## src/rtl/asbp_pkg.sv

```systemverilog
// ---------------------------------------------------------------
// shared constants and types of the serial port
// ---------------------------------------------------------------
package asbp_pkg;
    // register byte offsets, low address byte only
    localparam logic [7:0] ADDR_BAUD = 8'h00; // baud divisor word
    localparam logic [7:0] ADDR_CTRL = 8'h04; // enables and frame format
    localparam logic [7:0] ADDR_STAT = 8'h08; // flags, write one to clear
    localparam logic [7:0] ADDR_DATA = 8'h0C; // tx push, rx read
    // baud divisor field
    localparam int BAUD_W = 13;
    localparam logic [12:0] BAUD_RST = 13'h0004;
    localparam logic [12:0] BAUD_ZERO = 13'h0000;
    // control word bit positions
    localparam int CB_TE = 0;
    localparam int CB_RE = 1;
    localparam int CB_PE = 2;
    localparam int CB_LONG = 3;
    localparam int CB_DIR = 4;
    localparam int CB_GOUT = 5;
    // status word bit positions
    localparam int SB_PERR = 0;
    localparam int SB_FERR = 1;
    localparam int SB_OVR = 2;
    localparam int SB_FULL = 3;
    localparam int SB_TXRDY = 4;
    localparam int SB_TXIDLE = 5;
    localparam int SB_RXACT = 6;
    localparam int SB_PIN = 7;
    // character and frame geometry
    localparam int DATA_W = 9;
    localparam logic [3:0] BITS_SHORT = 4'hA; // start, 8 data, stop
    localparam logic [3:0] BITS_LONG = 4'hB; // start, 9 data, stop
    localparam logic [3:0] PH_MID = 4'h8; // sample point in a bit
    localparam logic [3:0] PH_LAST = 4'hF; // last of 16 ticks
    localparam logic [3:0] PH_RESYNC = 4'h1; // phase after an edge
    localparam logic [1:0] BUF_DEPTH = 2'h2; // tx buffer entries
    // control bits as one bundle
    typedef struct packed {
        logic gpio_out; // level on the tx pin as port output
        logic port_dir; // port_direction_register bit, 1 drives
        logic frame_long; // nine-bit character
        logic parity_enable; // parity on both directions
        logic receiver_en; // receiver on
        logic transmitter_en; // transmitter_enable
    } asbp_ctrl_s;
    // receive error and full flags
    typedef struct packed {
        logic full; // receive_full_flag
        logic ovr; // word lost, holding register busy
        logic ferr; // stop bit read low
        logic perr; // parity_error_flag
    } asbp_flags_s;
    typedef enum logic {TX_IDLE, TX_SHIFT} asbp_tx_e;
    typedef enum logic {RX_IDLE, RX_BUSY} asbp_rx_e;
endpackage

```

## src/rtl/asbp_uart.sv

```systemverilog
// Operation
// - tx pin serial when enabled, else GPIO
// - rx pin input only, ignored when disabled
// - baud divisor is 13 bits, 1..8191
// - bit rate is clock over 32 times divisor
// - receiver samples at sixteen times baud
// - line edges realign receiver sampling points
// - one parity enable serves both directions
// - bad received parity sets parity error flag
// - parity takes the data field's top bit
// - length and parity give 8,7+P,9,8+P bits
// - all registers accessible at any time
// - status flags clearable at any time
// - top nineteen baud register bits read zero
// - frames are ten or eleven bits long
// - parity error set with receive full flag
// - transmitter keeps pin until character ends
`timescale 1ns/1ps
`default_nettype none
module asbp_uart
    import asbp_pkg::*;
(
    input wire logic CLK,
    input wire logic RST,
    input wire logic HSEL,
    input wire logic [31:0] HADDR,
    input wire logic [1:0] HTRANS,
    input wire logic HWRITE,
    input wire logic [2:0] HSIZE,
    input wire logic [31:0] HWDATA,
    input wire logic HREADY,
    output logic [31:0] HRDATA,
    output logic HREADYOUT,
    output logic HRESP,
    input wire logic RXD_I,
    input wire logic TXD_I,
    output logic TXD_O,
    output logic TXD_OE
);
    // ---------------------------------------------------------------
    // helper functions
    // ---------------------------------------------------------------
    // frame length in bit times including start and stop
    function automatic logic [3:0] frame_bits(input logic lng);
        frame_bits = lng ? BITS_LONG : BITS_SHORT;
    endfunction
    // user data with parity placed in the top data bit, even parity
    function automatic logic [8:0] tx_format(input logic [8:0] w, input logic lng,
                                             input logic pe);
        tx_format = lng ? w : {1'b0, w[7:0]};
        if (pe && lng) begin
            tx_format[8] = ^w[7:0];
        end else if (pe) begin
            tx_format[7] = ^w[6:0];
        end
    endfunction

    // ---------------------------------------------------------------
    // state
    // ---------------------------------------------------------------
    logic [12:0] baud_div_q; // baud_divisor
    asbp_ctrl_s ctrl_q; // control bundle
    asbp_flags_s flg_q, flg_d; // receive flags
    logic [8:0] rx_data_q; // received character
    logic [13:0] bcnt_q; // baud modulus counter
    logic rx_m1_q, rx_s_q, rx_last_q; // rx synchroniser and last sample
    logic pin_m1_q, pin_s_q; // tx pin read-back synchroniser
    logic ph_valid_q, ph_write_q; // pending data phase
    logic [7:0] ph_addr_q; // its address
    logic [8:0] buf_q [0:1]; // two-entry tx buffer
    logic buf_wp_q, buf_rp_q; // buffer pointers
    logic [1:0] buf_cnt_q; // entries held
    asbp_tx_e tx_st_q; // transmitter state
    logic [3:0] tx_ph_q, tx_bit_q; // tick phase and bit index
    logic [10:0] tx_sh_q; // transmit shifter, lsb on the line
    asbp_rx_e rx_st_q; // receiver state
    logic [3:0] rx_ph_q, rx_bit_q; // tick phase and bit index
    logic [8:0] rx_sh_q; // receive shifter

    // ---------------------------------------------------------------
    // bus decode
    // ---------------------------------------------------------------
    wire addr_ph = HSEL && HTRANS[1] && HREADY; // address phase taken
    wire rd_ph = addr_ph && !HWRITE;
    wire [7:0] a = HADDR[7:0];
    wire wr_done = ph_valid_q && ph_write_q && HREADYOUT; // data phase ends
    wire wr_baud = wr_done && ph_addr_q == ADDR_BAUD;
    wire wr_ctrl = wr_done && ph_addr_q == ADDR_CTRL;
    wire wr_stat = wr_done && ph_addr_q == ADDR_STAT;
    wire data_wr_ph = addr_ph && HWRITE && a == ADDR_DATA; // may stall
    wire buf_in_rdy = buf_cnt_q != BUF_DEPTH; // buffer has room
    wire push = ph_valid_q && ph_write_q && !HREADYOUT && buf_in_rdy &&
                ph_addr_q == ADDR_DATA;
    wire rd_data = rd_ph && a == ADDR_DATA; // reading takes the character

    // ---------------------------------------------------------------
    // baud generator: tick at 16x baud, every 2*divisor clocks
    // ---------------------------------------------------------------
    wire div_zero = baud_div_q == BAUD_ZERO;
    wire tick = !div_zero && bcnt_q == 14'h0000;
    wire [13:0] reload = {baud_div_q, 1'b0} - 14'h0001;

    // ---------------------------------------------------------------
    // transmit side
    // ---------------------------------------------------------------
    wire buf_out_vld = buf_cnt_q != 2'h0; // buffer has a word
    wire tx_busy = tx_st_q == TX_SHIFT;
    wire tx_load = !tx_busy && ctrl_q.transmitter_en && buf_out_vld && !div_zero;
    wire tx_own = ctrl_q.transmitter_en || tx_busy;
    wire tx_bit_end = tx_busy && tick && tx_ph_q == PH_LAST;
    wire tx_last = tx_bit_q == frame_bits(ctrl_q.frame_long) - 4'h1;
    wire [8:0] tx_word = tx_format(buf_q[buf_rp_q], ctrl_q.frame_long,
                                   ctrl_q.parity_enable);
    wire [10:0] tx_frame = ctrl_q.frame_long ? {1'b1, tx_word, 1'b0}
                                             : {2'b11, tx_word[7:0], 1'b0};

    // ---------------------------------------------------------------
    // receive side
    // ---------------------------------------------------------------
    wire rx_busy = rx_st_q == RX_BUSY;
    wire rx_edge = tick && rx_s_q != rx_last_q; // transition on the line
    wire rx_start = !rx_busy && ctrl_q.receiver_en && tick && !rx_s_q;
    wire rx_smp = rx_busy && tick && rx_ph_q == PH_MID;
    wire rx_false = rx_smp && rx_bit_q == 4'h0 && rx_s_q; // start not held
    wire rx_stop = rx_smp && rx_bit_q == frame_bits(ctrl_q.frame_long) - 4'h1;
    wire rx_done = rx_stop && ctrl_q.receiver_en;
    wire [8:0] rx_word = ctrl_q.frame_long ? rx_sh_q : {1'b0, rx_sh_q[8:1]};
    wire rx_par_bad = ctrl_q.parity_enable && (^rx_word);

    // ---------------------------------------------------------------
    // flag next values: set wins over any clear
    // ---------------------------------------------------------------
    always_comb begin
        flg_d = flg_q;
        // software clears, allowed whatever the line is doing
        if (wr_stat) begin
            flg_d.perr = flg_q.perr && !HWDATA[SB_PERR];
            flg_d.ferr = flg_q.ferr && !HWDATA[SB_FERR];
            flg_d.ovr = flg_q.ovr && !HWDATA[SB_OVR];
            flg_d.full = flg_q.full && !HWDATA[SB_FULL];
        end
        // reading the character empties the holding register
        if (rd_data) begin
            flg_d.full = 1'b0;
        end
        // a finished frame sets its flags in one cycle
        if (rx_done && flg_q.full) begin
            flg_d.ovr = 1'b1;
        end else if (rx_done) begin
            flg_d.full = 1'b1;
            flg_d.perr = rx_par_bad ? 1'b1 : flg_d.perr;
            flg_d.ferr = !rx_s_q ? 1'b1 : flg_d.ferr;
        end
    end

    // ---------------------------------------------------------------
    // read mux
    // ---------------------------------------------------------------
    wire [31:0] stat_word = {24'h000000, pin_s_q, rx_busy, !tx_busy && !buf_out_vld,
                             buf_in_rdy, flg_q.full, flg_q.ovr, flg_q.ferr, flg_q.perr};
    wire [31:0] ctrl_word = {26'h0000000, ctrl_q};
    wire [31:0] rd_word = (a == ADDR_BAUD) ? {19'h00000, baud_div_q} :
                          (a == ADDR_CTRL) ? ctrl_word :
                          (a == ADDR_STAT) ? stat_word :
                          (a == ADDR_DATA) ? {23'h000000, rx_data_q} : 32'h00000000;

    // ---------------------------------------------------------------
    // pin outputs: transmitter or port
    // ---------------------------------------------------------------
    wire txd_o_d = tx_own ? (tx_busy ? tx_sh_q[0] : 1'b1) : ctrl_q.gpio_out;
    wire txd_oe_d = tx_own || ctrl_q.port_dir;

    // ---------------------------------------------------------------
    // bus slave registers, answer always OKAY
    // ---------------------------------------------------------------
    always_ff @(posedge CLK) begin
        if (RST) begin
            ph_valid_q <= 1'b0;
            ph_write_q <= 1'b0;
            ph_addr_q <= 8'h00;
            HREADYOUT <= 1'b1;
            HRDATA <= 32'h00000000;
            HRESP <= 1'b0;
        end else begin
            HRESP <= 1'b0;
            // any register, any time; data writes wait for buffer room
            if (addr_ph) begin
                ph_valid_q <= 1'b1;
                ph_write_q <= HWRITE;
                ph_addr_q <= a;
                HREADYOUT <= !data_wr_ph;
                HRDATA <= HWRITE ? 32'h00000000 : rd_word;
            end else if (HREADYOUT) begin
                ph_valid_q <= 1'b0;
            end else if (push) begin
                HREADYOUT <= 1'b1;
            end
        end
    end

    // ---------------------------------------------------------------
    // software registers and flags
    // ---------------------------------------------------------------
    always_ff @(posedge CLK) begin
        if (RST) begin
            baud_div_q <= BAUD_RST;
            ctrl_q <= '0;
            flg_q <= '0;
            rx_data_q <= 9'h000;
        end else begin
            if (wr_baud) begin
                baud_div_q <= HWDATA[BAUD_W-1:0];
            end
            if (wr_ctrl) begin
                ctrl_q <= HWDATA[CB_GOUT:CB_TE];
            end
            flg_q <= flg_d;
            // overrun keeps the older character
            if (rx_done && !flg_q.full) begin
                rx_data_q <= rx_word;
            end
        end
    end

    // ---------------------------------------------------------------
    // baud counter and pin synchronisers
    // ---------------------------------------------------------------
    always_ff @(posedge CLK) begin
        if (RST) begin
            bcnt_q <= 14'h0000;
            rx_m1_q <= 1'b1;
            rx_s_q <= 1'b1;
            pin_m1_q <= 1'b0;
            pin_s_q <= 1'b0;
        end else begin
            bcnt_q <= div_zero ? 14'h0000 : (bcnt_q == 14'h0000 ? reload : bcnt_q - 14'h0001);
            rx_m1_q <= RXD_I;
            rx_s_q <= rx_m1_q;
            pin_m1_q <= TXD_I;
            pin_s_q <= pin_m1_q;
        end
    end

    // ---------------------------------------------------------------
    // tx buffer: filled by the bus, drained by the transmitter
    // ---------------------------------------------------------------
    always_ff @(posedge CLK) begin
        if (RST) begin
            buf_wp_q <= 1'b0;
            buf_rp_q <= 1'b0;
            buf_cnt_q <= 2'h0;
        end else begin
            if (push) begin
                buf_q[buf_wp_q] <= HWDATA[DATA_W-1:0];
                buf_wp_q <= !buf_wp_q;
            end
            if (tx_load) begin
                buf_rp_q <= !buf_rp_q;
            end
            buf_cnt_q <= buf_cnt_q + {1'b0, push} - {1'b0, tx_load};
        end
    end

    // ---------------------------------------------------------------
    // transmitter: runs the character out even if disabled meanwhile
    // ---------------------------------------------------------------
    always_ff @(posedge CLK) begin
        if (RST) begin
            tx_st_q <= TX_IDLE;
            tx_ph_q <= 4'h0;
            tx_bit_q <= 4'h0;
            tx_sh_q <= '1;
            TXD_O <= 1'b1;
            TXD_OE <= 1'b0;
        end else begin
            TXD_O <= txd_o_d;
            TXD_OE <= txd_oe_d;
            case (tx_st_q)
                TX_IDLE: begin
                    if (tx_load) begin
                        tx_st_q <= TX_SHIFT;
                        tx_sh_q <= tx_frame;
                        tx_ph_q <= 4'h0;
                        tx_bit_q <= 4'h0;
                    end
                end
                TX_SHIFT: begin
                    tx_ph_q <= tick ? tx_ph_q + 4'h1 : tx_ph_q;
                    // each bit lasts sixteen ticks
                    if (tx_bit_end) begin
                        tx_sh_q <= {1'b1, tx_sh_q[10:1]};
                        tx_bit_q <= tx_bit_q + 4'h1;
                        tx_st_q <= tx_last ? TX_IDLE : TX_SHIFT;
                    end
                end
                default: tx_st_q <= TX_IDLE;
            endcase
        end
    end

    // ---------------------------------------------------------------
    // receiver: sample mid-bit, resync phase on every line edge
    // ---------------------------------------------------------------
    always_ff @(posedge CLK) begin
        if (RST) begin
            rx_st_q <= RX_IDLE;
            rx_ph_q <= 4'h0;
            rx_bit_q <= 4'h0;
            rx_sh_q <= 9'h000;
            rx_last_q <= 1'b1;
        end else begin
            if (tick) begin
                rx_last_q <= rx_s_q;
            end
            case (rx_st_q)
                RX_IDLE: begin
                    if (rx_start) begin
                        rx_st_q <= RX_BUSY;
                        rx_ph_q <= PH_RESYNC;
                        rx_bit_q <= 4'h0;
                    end
                end
                RX_BUSY: begin
                    // an edge marks a bit start: sample points follow it
                    if (rx_edge) begin
                        rx_ph_q <= PH_RESYNC;
                    end else if (tick) begin
                        rx_ph_q <= rx_ph_q + 4'h1;
                    end
                    if (rx_smp) begin
                        rx_bit_q <= rx_bit_q + 4'h1;
                        rx_sh_q <= (rx_bit_q == 4'h0) ? rx_sh_q : {rx_s_q, rx_sh_q[8:1]};
                    end
                    // disabled receiver drops the frame
                    if (!ctrl_q.receiver_en || rx_false || rx_stop) begin
                        rx_st_q <= RX_IDLE;
                    end
                end
                default: rx_st_q <= RX_IDLE;
            endcase
        end
    end
endmodule
`default_nettype wire

```

## config.mk

```make
export PLATFORM = sky130hd
export DESIGN_NAME = asbp_uart
export DESIGN_NICKNAME = d
export VERILOG_FILES = /design/src/rtl/asbp_pkg.sv /design/src/rtl/asbp_uart.sv
export SDC_FILE = /design/constraint.sdc
export NUM_CORES = 1
export LEC_CHECK = 0
export BUFFER_PORTS_ARGS = -buffer_cell sky130_fd_sc_hd__buf_2
export CORE_MARGIN = 2
export CORE_UTILIZATION = 45
export CTS_CLUSTER_DIAMETER = 30
export DETAILED_ROUTE_END_ITERATION = 12
export PLACE_DENSITY = 0.66
export SYNTH_ARGS = -nofsm -noshare
export SYNTH_HDL_FRONTEND = slang
export SYNTH_SLANG_ARGS = --single-unit
```

## constraint.sdc

```tcl
create_clock -name CLK -period 3.5 [get_ports CLK]
set_input_delay 0.35 -clock CLK [delete_from_list [all_inputs] [get_ports CLK]]
set_output_delay 0.35 -clock CLK [all_outputs]
set_load 0.02 [all_outputs]
```

After elaboration in Yosys (flattened, before gate mapping):

Memories as Yosys holds them, arrays and structs flattened. A register that Yosys moved wholly into a read port is not among the register bits.
Cells that the tools add are included.

* memories: 1
* RAM bits: 18
* flip-flop bits (word level): 138
* output and inout port bits: 36
* word-level logic and storage cells: 198

Memory list
* buf_q: words 2, width 9, read ports 1, clocked after Yosys merged registers in 1, wr ports 1, RTL line asbp_uart.sv:70 `logic [8:0] buf_q [0:1];`

* muxes and demuxes: 55
* add/sub/neg operators: 9
* bitwise gates (word level): 3
* reduce and logical (&&, ||, !) cells: 76
* equality and inequality tests: 18

Operators by type and width (number)
* $mux W9: 5
* $logic_and A1 B1 Y1: 39
* $mux W4: 9
* $eq A8 B4 Y1 const B: 4
* $pmux W4 S2: 4
* $sub A14 B1 Y14 const B: 2
* $mux W1: 26
* $mux W13: 2
* $mux W11: 2
* $pmux W11 S2: 1
* $add A4 B1 Y4 const B: 4
* $eq A8 B3 Y1 const B: 2
* $logic_not A1 Y1: 16
* $logic_not A8 Y1: 2
* $logic_not A14 Y1: 1
* $mux W14: 1
* $logic_not A13 Y1: 1
* $mux W10: 1
* $reduce_xor A9 Y1: 1
* $eq A4 B4 Y1: 2
* $eq A4 B4 Y1 const B: 2
* $reduce_and A2 Y1: 4
* $reduce_xor A8 Y1: 1
* $reduce_xor A7 Y1: 1
* other kinds (15): 28

Depth between registers and ports, before layout:

* depth after elaboration: 11
* gate-level depth with buffers: 12

Worst setup path after synthesis:

Ideal clock, no wire load.

* path type: register to register
* from: register baud_div_q[0]
* to: register buf_cnt_q[1]
* setup time: 0.128 ns
* setup slack: 1.072 ns
* arrival time: 2.301 ns
* required time: 3.372 ns
* path buffers: 0
* cell stages (with the launch flop): 13
* path through: dfxtp_1 > inv_1 > ha_1 > nor3b_1 > nand4b_4 > nand2_1 > inv_1 > ha_1 > inv_1 > ha_1 > xor2_1 > xnor2_1 > nor2_1

* word-level cells in the longest chain between the ends: 4

Ends and longest elaborated chain
* start: declaration: RTL line asbp_uart.sv:61 `logic [12:0] baud_div_q;`
* start signal: assignment: RTL line asbp_uart.sv:212 `baud_div_q <= HWDATA[BAUD_W-1:0];`
* $logic_not A13 Y1: RTL line asbp_uart.sv:99 `wire div_zero = baud_div_q == BAUD_ZERO;`
* $logic_not A1 Y1: RTL line asbp_uart.sv:108 `wire tx_load = !tx_busy && ctrl_q.transmitter_en && buf_out_vld && !div_zero;`
* $logic_and A1 B1 Y1: RTL line asbp_uart.sv:108
* via tx_load: RTL line asbp_uart.sv:108
* $sub A2 B1 Y2: RTL line asbp_uart.sv:260 `buf_cnt_q <= buf_cnt_q + {1'b0, push} - {1'b0, tx_load};`
* end signal: assignment: RTL line asbp_uart.sv:260
* end: declaration: RTL line asbp_uart.sv:72 `logic [1:0] buf_cnt_q;`

The timed path passes the listed nets, and every way through them passes these cells.
A chain may end at the register's enable or synchronous reset.

Worst setup path in the final report:

Ends and elaborated chain as after synthesis.

==> run_results.csv <==
group,metric,value,unit
routing,routed_wl,15.12,mm
sta,whs,104.7,ps
power_and_ir_drop,power.internal,2.921,mW
critical_path,worst-path-max-fanout,8,
final_layout,n_antenna_cell,0,
yosys,synth_flop_cell,"sky130_fd_sc_hd__dfxtp_1",
clock_tree,numClockSinks,137,
global_route,gr-usage-all-layers,20.25,%
final_layout,finalNetCount,808,
outcome,run_status,"completed",
sta,clock-skew-final,9.144,ps
clock_tree,cts_tree,"built",
final_layout,fillCellCount,1260,
power_and_ir_drop,powerDensity,541.5,nW/µm²
yosys,yosys.area.top_type_share,36.59,%
sta,drv_slew,0,
die,floorplan.initialDensity,46.54,%
die,placement_rows,43,
die,design.core.area,13990,µm²
critical_path,setup.reg_to_reg.worst_slack,660,ps
critical_path,worst-endpoint-required,3800,ps
worst_hold_path,hold_end,"rx_m1_q$_SDFF_PP1_",
yosys,syn_inst,690,
critical_path,timing.rr.end,"buf_cnt_q[1]$_SDFF_PP0_",
routing,antenna_left,0,
worst_hold_path,worst_hold_startpoint,"RXD_I",
clock_tree,ctsRootBufferMaster,"sky130_fd_sc_hd__clkbuf_16",
power_and_ir_drop,p_seq_share,43.5,%
yosys,post_synth.cell_area_avg,9.435,µm²
sta,final.period_utilization,81.01,%
power_and_ir_drop,net-switching-power,1.058,mW
critical_path,r2r-start,"baud_div_q[0]$_SDFFE_PP0P_",
routing,first_pass_iteration_count_of_the_detailed_router,7,
power_and_ir_drop,p_clk_share,43.4,%
sta,final_period_minus_worst_setup_slack,2835,ps
global_route,grt_pass1_vias,4855,
clock_tree,deepest_clock_path_buffer_count,2,
sta,finalHoldViolCount,0,
yosys,ys_top_cells_by_area,"sky130_fd_sc_hd__dfxtp_1, sky130_fd_sc_hd__edfxtp_1, sky130_fd_sc_hd__mux2i_1, sky130_fd_sc_hd__nor2_1, sky130_fd_sc_hd__nand2_1",
global_route,grt_start_max_net_pins,65,
place,port_buffers,44,
global_route,globalRoute.totalOverflow,0,
flow_run,drv.max_cap_violation_count,0,
final_layout,layout_common_cells,"sky130_fd_sc_hd__dfxtp_1, sky130_fd_sc_hd__nor2_1, sky130_fd_sc_hd__nand2_1",
final_layout,final_core_utilization,52.53,%
power_and_ir_drop,switching_share,26.59,%
critical_path,crit_arrival,3130,ps
die,io_pins,112,
global_route,antenna_found_initial,0,
sta,finalSetupTns,0,ps
critical_path,timing.critical_path.to_type,"flip-flop",
power_and_ir_drop,power.leakage,2.839,nW
critical_path,startpoint_class_of_the_critical_path,"flip-flop",
place,place_hpwl,10.71,mm
final_layout,leading_cell_type_in_the_layout_fill_and_taps_excluded,"sky130_fd_sc_hd__dfxtp_1",
power_and_ir_drop,comb_power_share,13.1,%
die,die_height,124.3,µm
critical_path,crit_path_top_delay_cell,"sky130_fd_sc_hd__nor3b_1",
yosys,synth-warning-count,0,
worst_hold_path,hold_depth,2,
power_and_ir_drop,power.total,3.979,mW
critical_path,worst_r2r_path_depth,12,
sta,grt_setup_unrepaired,"false",
critical_path,critical_path.cell_chain,"inv_1 > ha_1 > nor3b_1 > nand4b_4 > nand2_1 > inv_1 > ha_1 > inv_1 > ha_1 > xor2_1 > xnor2_1 > nor2_1",
routing,detail_route.wl_per_cell,16.52,µm
sta,total_setup_violations_reported_at_the_end_of_the_flow,0,
routing,drc,0,
clock_tree,cts-htree-levels,4,
critical_path,cp-startpoint,"baud_div_q[0]$_SDFFE_PP0P_",
clock_tree,worstSkewPairLatency,430,ps
yosys,synth_area,6510,µm²
yosys,synth-seq-area-share,44.90,%
final_layout,fraction_of_final_layout_cells_with_drive_strength_greater_than_1,14.01,%
yosys,yosys.area.top_type,"sky130_fd_sc_hd__dfxtp_1",
critical_path,slowest_delay,440,ps
clock_tree,cts_resized,0,
routing,viasPerCell,5.498,
final_layout,area.growth.synth_to_final,12.88,%
die,die_area,15440,µm²
clock_tree,clk_pin_slew_worst_paths,60,ps
critical_path,critical_path_class,"flip-flop to flip-flop",
sta,timing.fmax,0.3527,GHz
power_and_ir_drop,vdd_ir_drop_max,0.0003519,V
clock_tree,postCtsHoldBufs,0,
worst_hold_path,hp-class,"primary input to flip-flop",
sta,tightestPinTransition,1137,ps
clock_tree,post_cts.repair.setup_buffers,0,
clock_tree,cts_buffer_count,17,
yosys,post_synth_num_cell_types,66,
yosys,synth_seq_cells,137,
place,gpl.final_weighted_congestion,0.8450,
yosys,synth_edf_count,18,
sta,maxSlewHeadroom,23.89,%
global_route,grt_pass1_wl,25.06,mm
routing,initialDrtViolationCount,460,
die,die_w,124.3,µm
yosys,postSynth.asyncResetShare,0,%
routing,num_vias,5031,
per-stage QoR:
step                cell area (µm²)  instances  setup WS (ps)
floorplan                      6581        709           1072
global placement               6771        883          812.2
detailed placement             6771        883          737.3
CTS                            7348        915          708.4
global route                   7348        915          457.8
finish                         7348        915          664.6
per-layer routing:
metal	GRT usage (%)	share of wire [%]
met1	26.22	45
met4	7.204	1.7
met3	4.897	5.1
met5	0	0
met2	33.04	48
flip-flops by register name, indices dropped and copies added, names as in the netlist, 2 cells and up, named ones only:
register,count
HRDATA,13
baud_div_q,13
bcnt_q,14
buf_cnt_q,2
buf_q,18
ctrl_q,6
flg_q,4
ph_addr_q,8
rx_bit_q,4
rx_data_q,9
rx_ph_q,4
rx_sh_q,9
tx_bit_q,4
tx_ph_q,4
tx_sh_q,10
power by group through the flow:
stage,clock (mW),combinational [mW],sequential (mW)
floorplan,0,0.453,1.75
global placement,0,0.505,1.76
detailed placement,0,0.518,1.76
CTS,1.74,0.522,1.73
global route,1.83,0.583,1.74
finish,1.73,0.522,1.73
worst max-delay path: cells and delay by family, from the launching register on:
family / cells / cell delay, ps
adder cells (fa/ha/maj): 3 / 690
buffers and inverters: 3 / 260
flip-flops: 1 / 350
AND/OR/NAND/NOR: 4 / 1100
XOR/XNOR: 2 / 310
cells by family (layout without fill, tap and decap cells):
group / Yosys count / in the layout / synth area share, %
AOI/OAI and AO/OA: 121 / 121 / 12.57
DFF: 137 / 137 / 44.90
and+or+nand+nor: 251 / 251 / 20.05
adders and majority gates: 10 / 10 / 1.922
muxes: 52 / 52 / 8.457
buffers and inverters: 78 / 104 / 6.035
other: 1 / 20 / 0.05760
xor gates and xnor gates: 40 / 40 / 6.016
how the worst max path moves through the flow:
stage | end | slack [ps] | cells after the start
2_1_floorplan | buf_cnt_q[1]$_SDFF_PP0_ | 1070 | 12
3_3_place_gp | buf_cnt_q[1]$_SDFF_PP0_ | 810 | 12
3_5_place_dp | buf_cnt_q[1]$_SDFF_PP0_ | 740 | 12
4_1_cts | buf_cnt_q[1]$_SDFF_PP0_ | 710 | 12
5_1_grt | buf_cnt_q[1]$_SDFF_PP0_ | 460 | 12
6_report | buf_cnt_q[1]$_SDFF_PP0_ | 660 | 12
cell type report:
class                           instances  area [µm²]  area share, %
Sequential cell                       137        2923          39.78
Clock buffer                           22       485.5          6.607
Timing Repair Buffer                   51       272.8          3.712
Multi-Input combinational cell        494        3272          44.53
Tap cell                              180       225.2          3.065
Inverter                               21       78.83          1.073
Clock inverter                         10       91.34          1.243
cell usage after synthesis, types with 11 or more instances:
cell                       count
sky130_fd_sc_hd__o21ai_0      15
sky130_fd_sc_hd__a211oi_1     20
sky130_fd_sc_hd__mux2i_1      46
sky130_fd_sc_hd__nand2_1      59
sky130_fd_sc_hd__xnor2_1      23
sky130_fd_sc_hd__inv_1        20
sky130_fd_sc_hd__o211ai_1     11
sky130_fd_sc_hd__buf_4        20
sky130_fd_sc_hd__nor2_1       89
sky130_fd_sc_hd__dfxtp_1     119
sky130_fd_sc_hd__edfxtp_1     18
sky130_fd_sc_hd__nand3_1      21
sky130_fd_sc_hd__clkbuf_1     24
sky130_fd_sc_hd__a21oi_1      37
sky130_fd_sc_hd__xor2_1       14
Note: power is estimated with default switching activity, not from simulation.
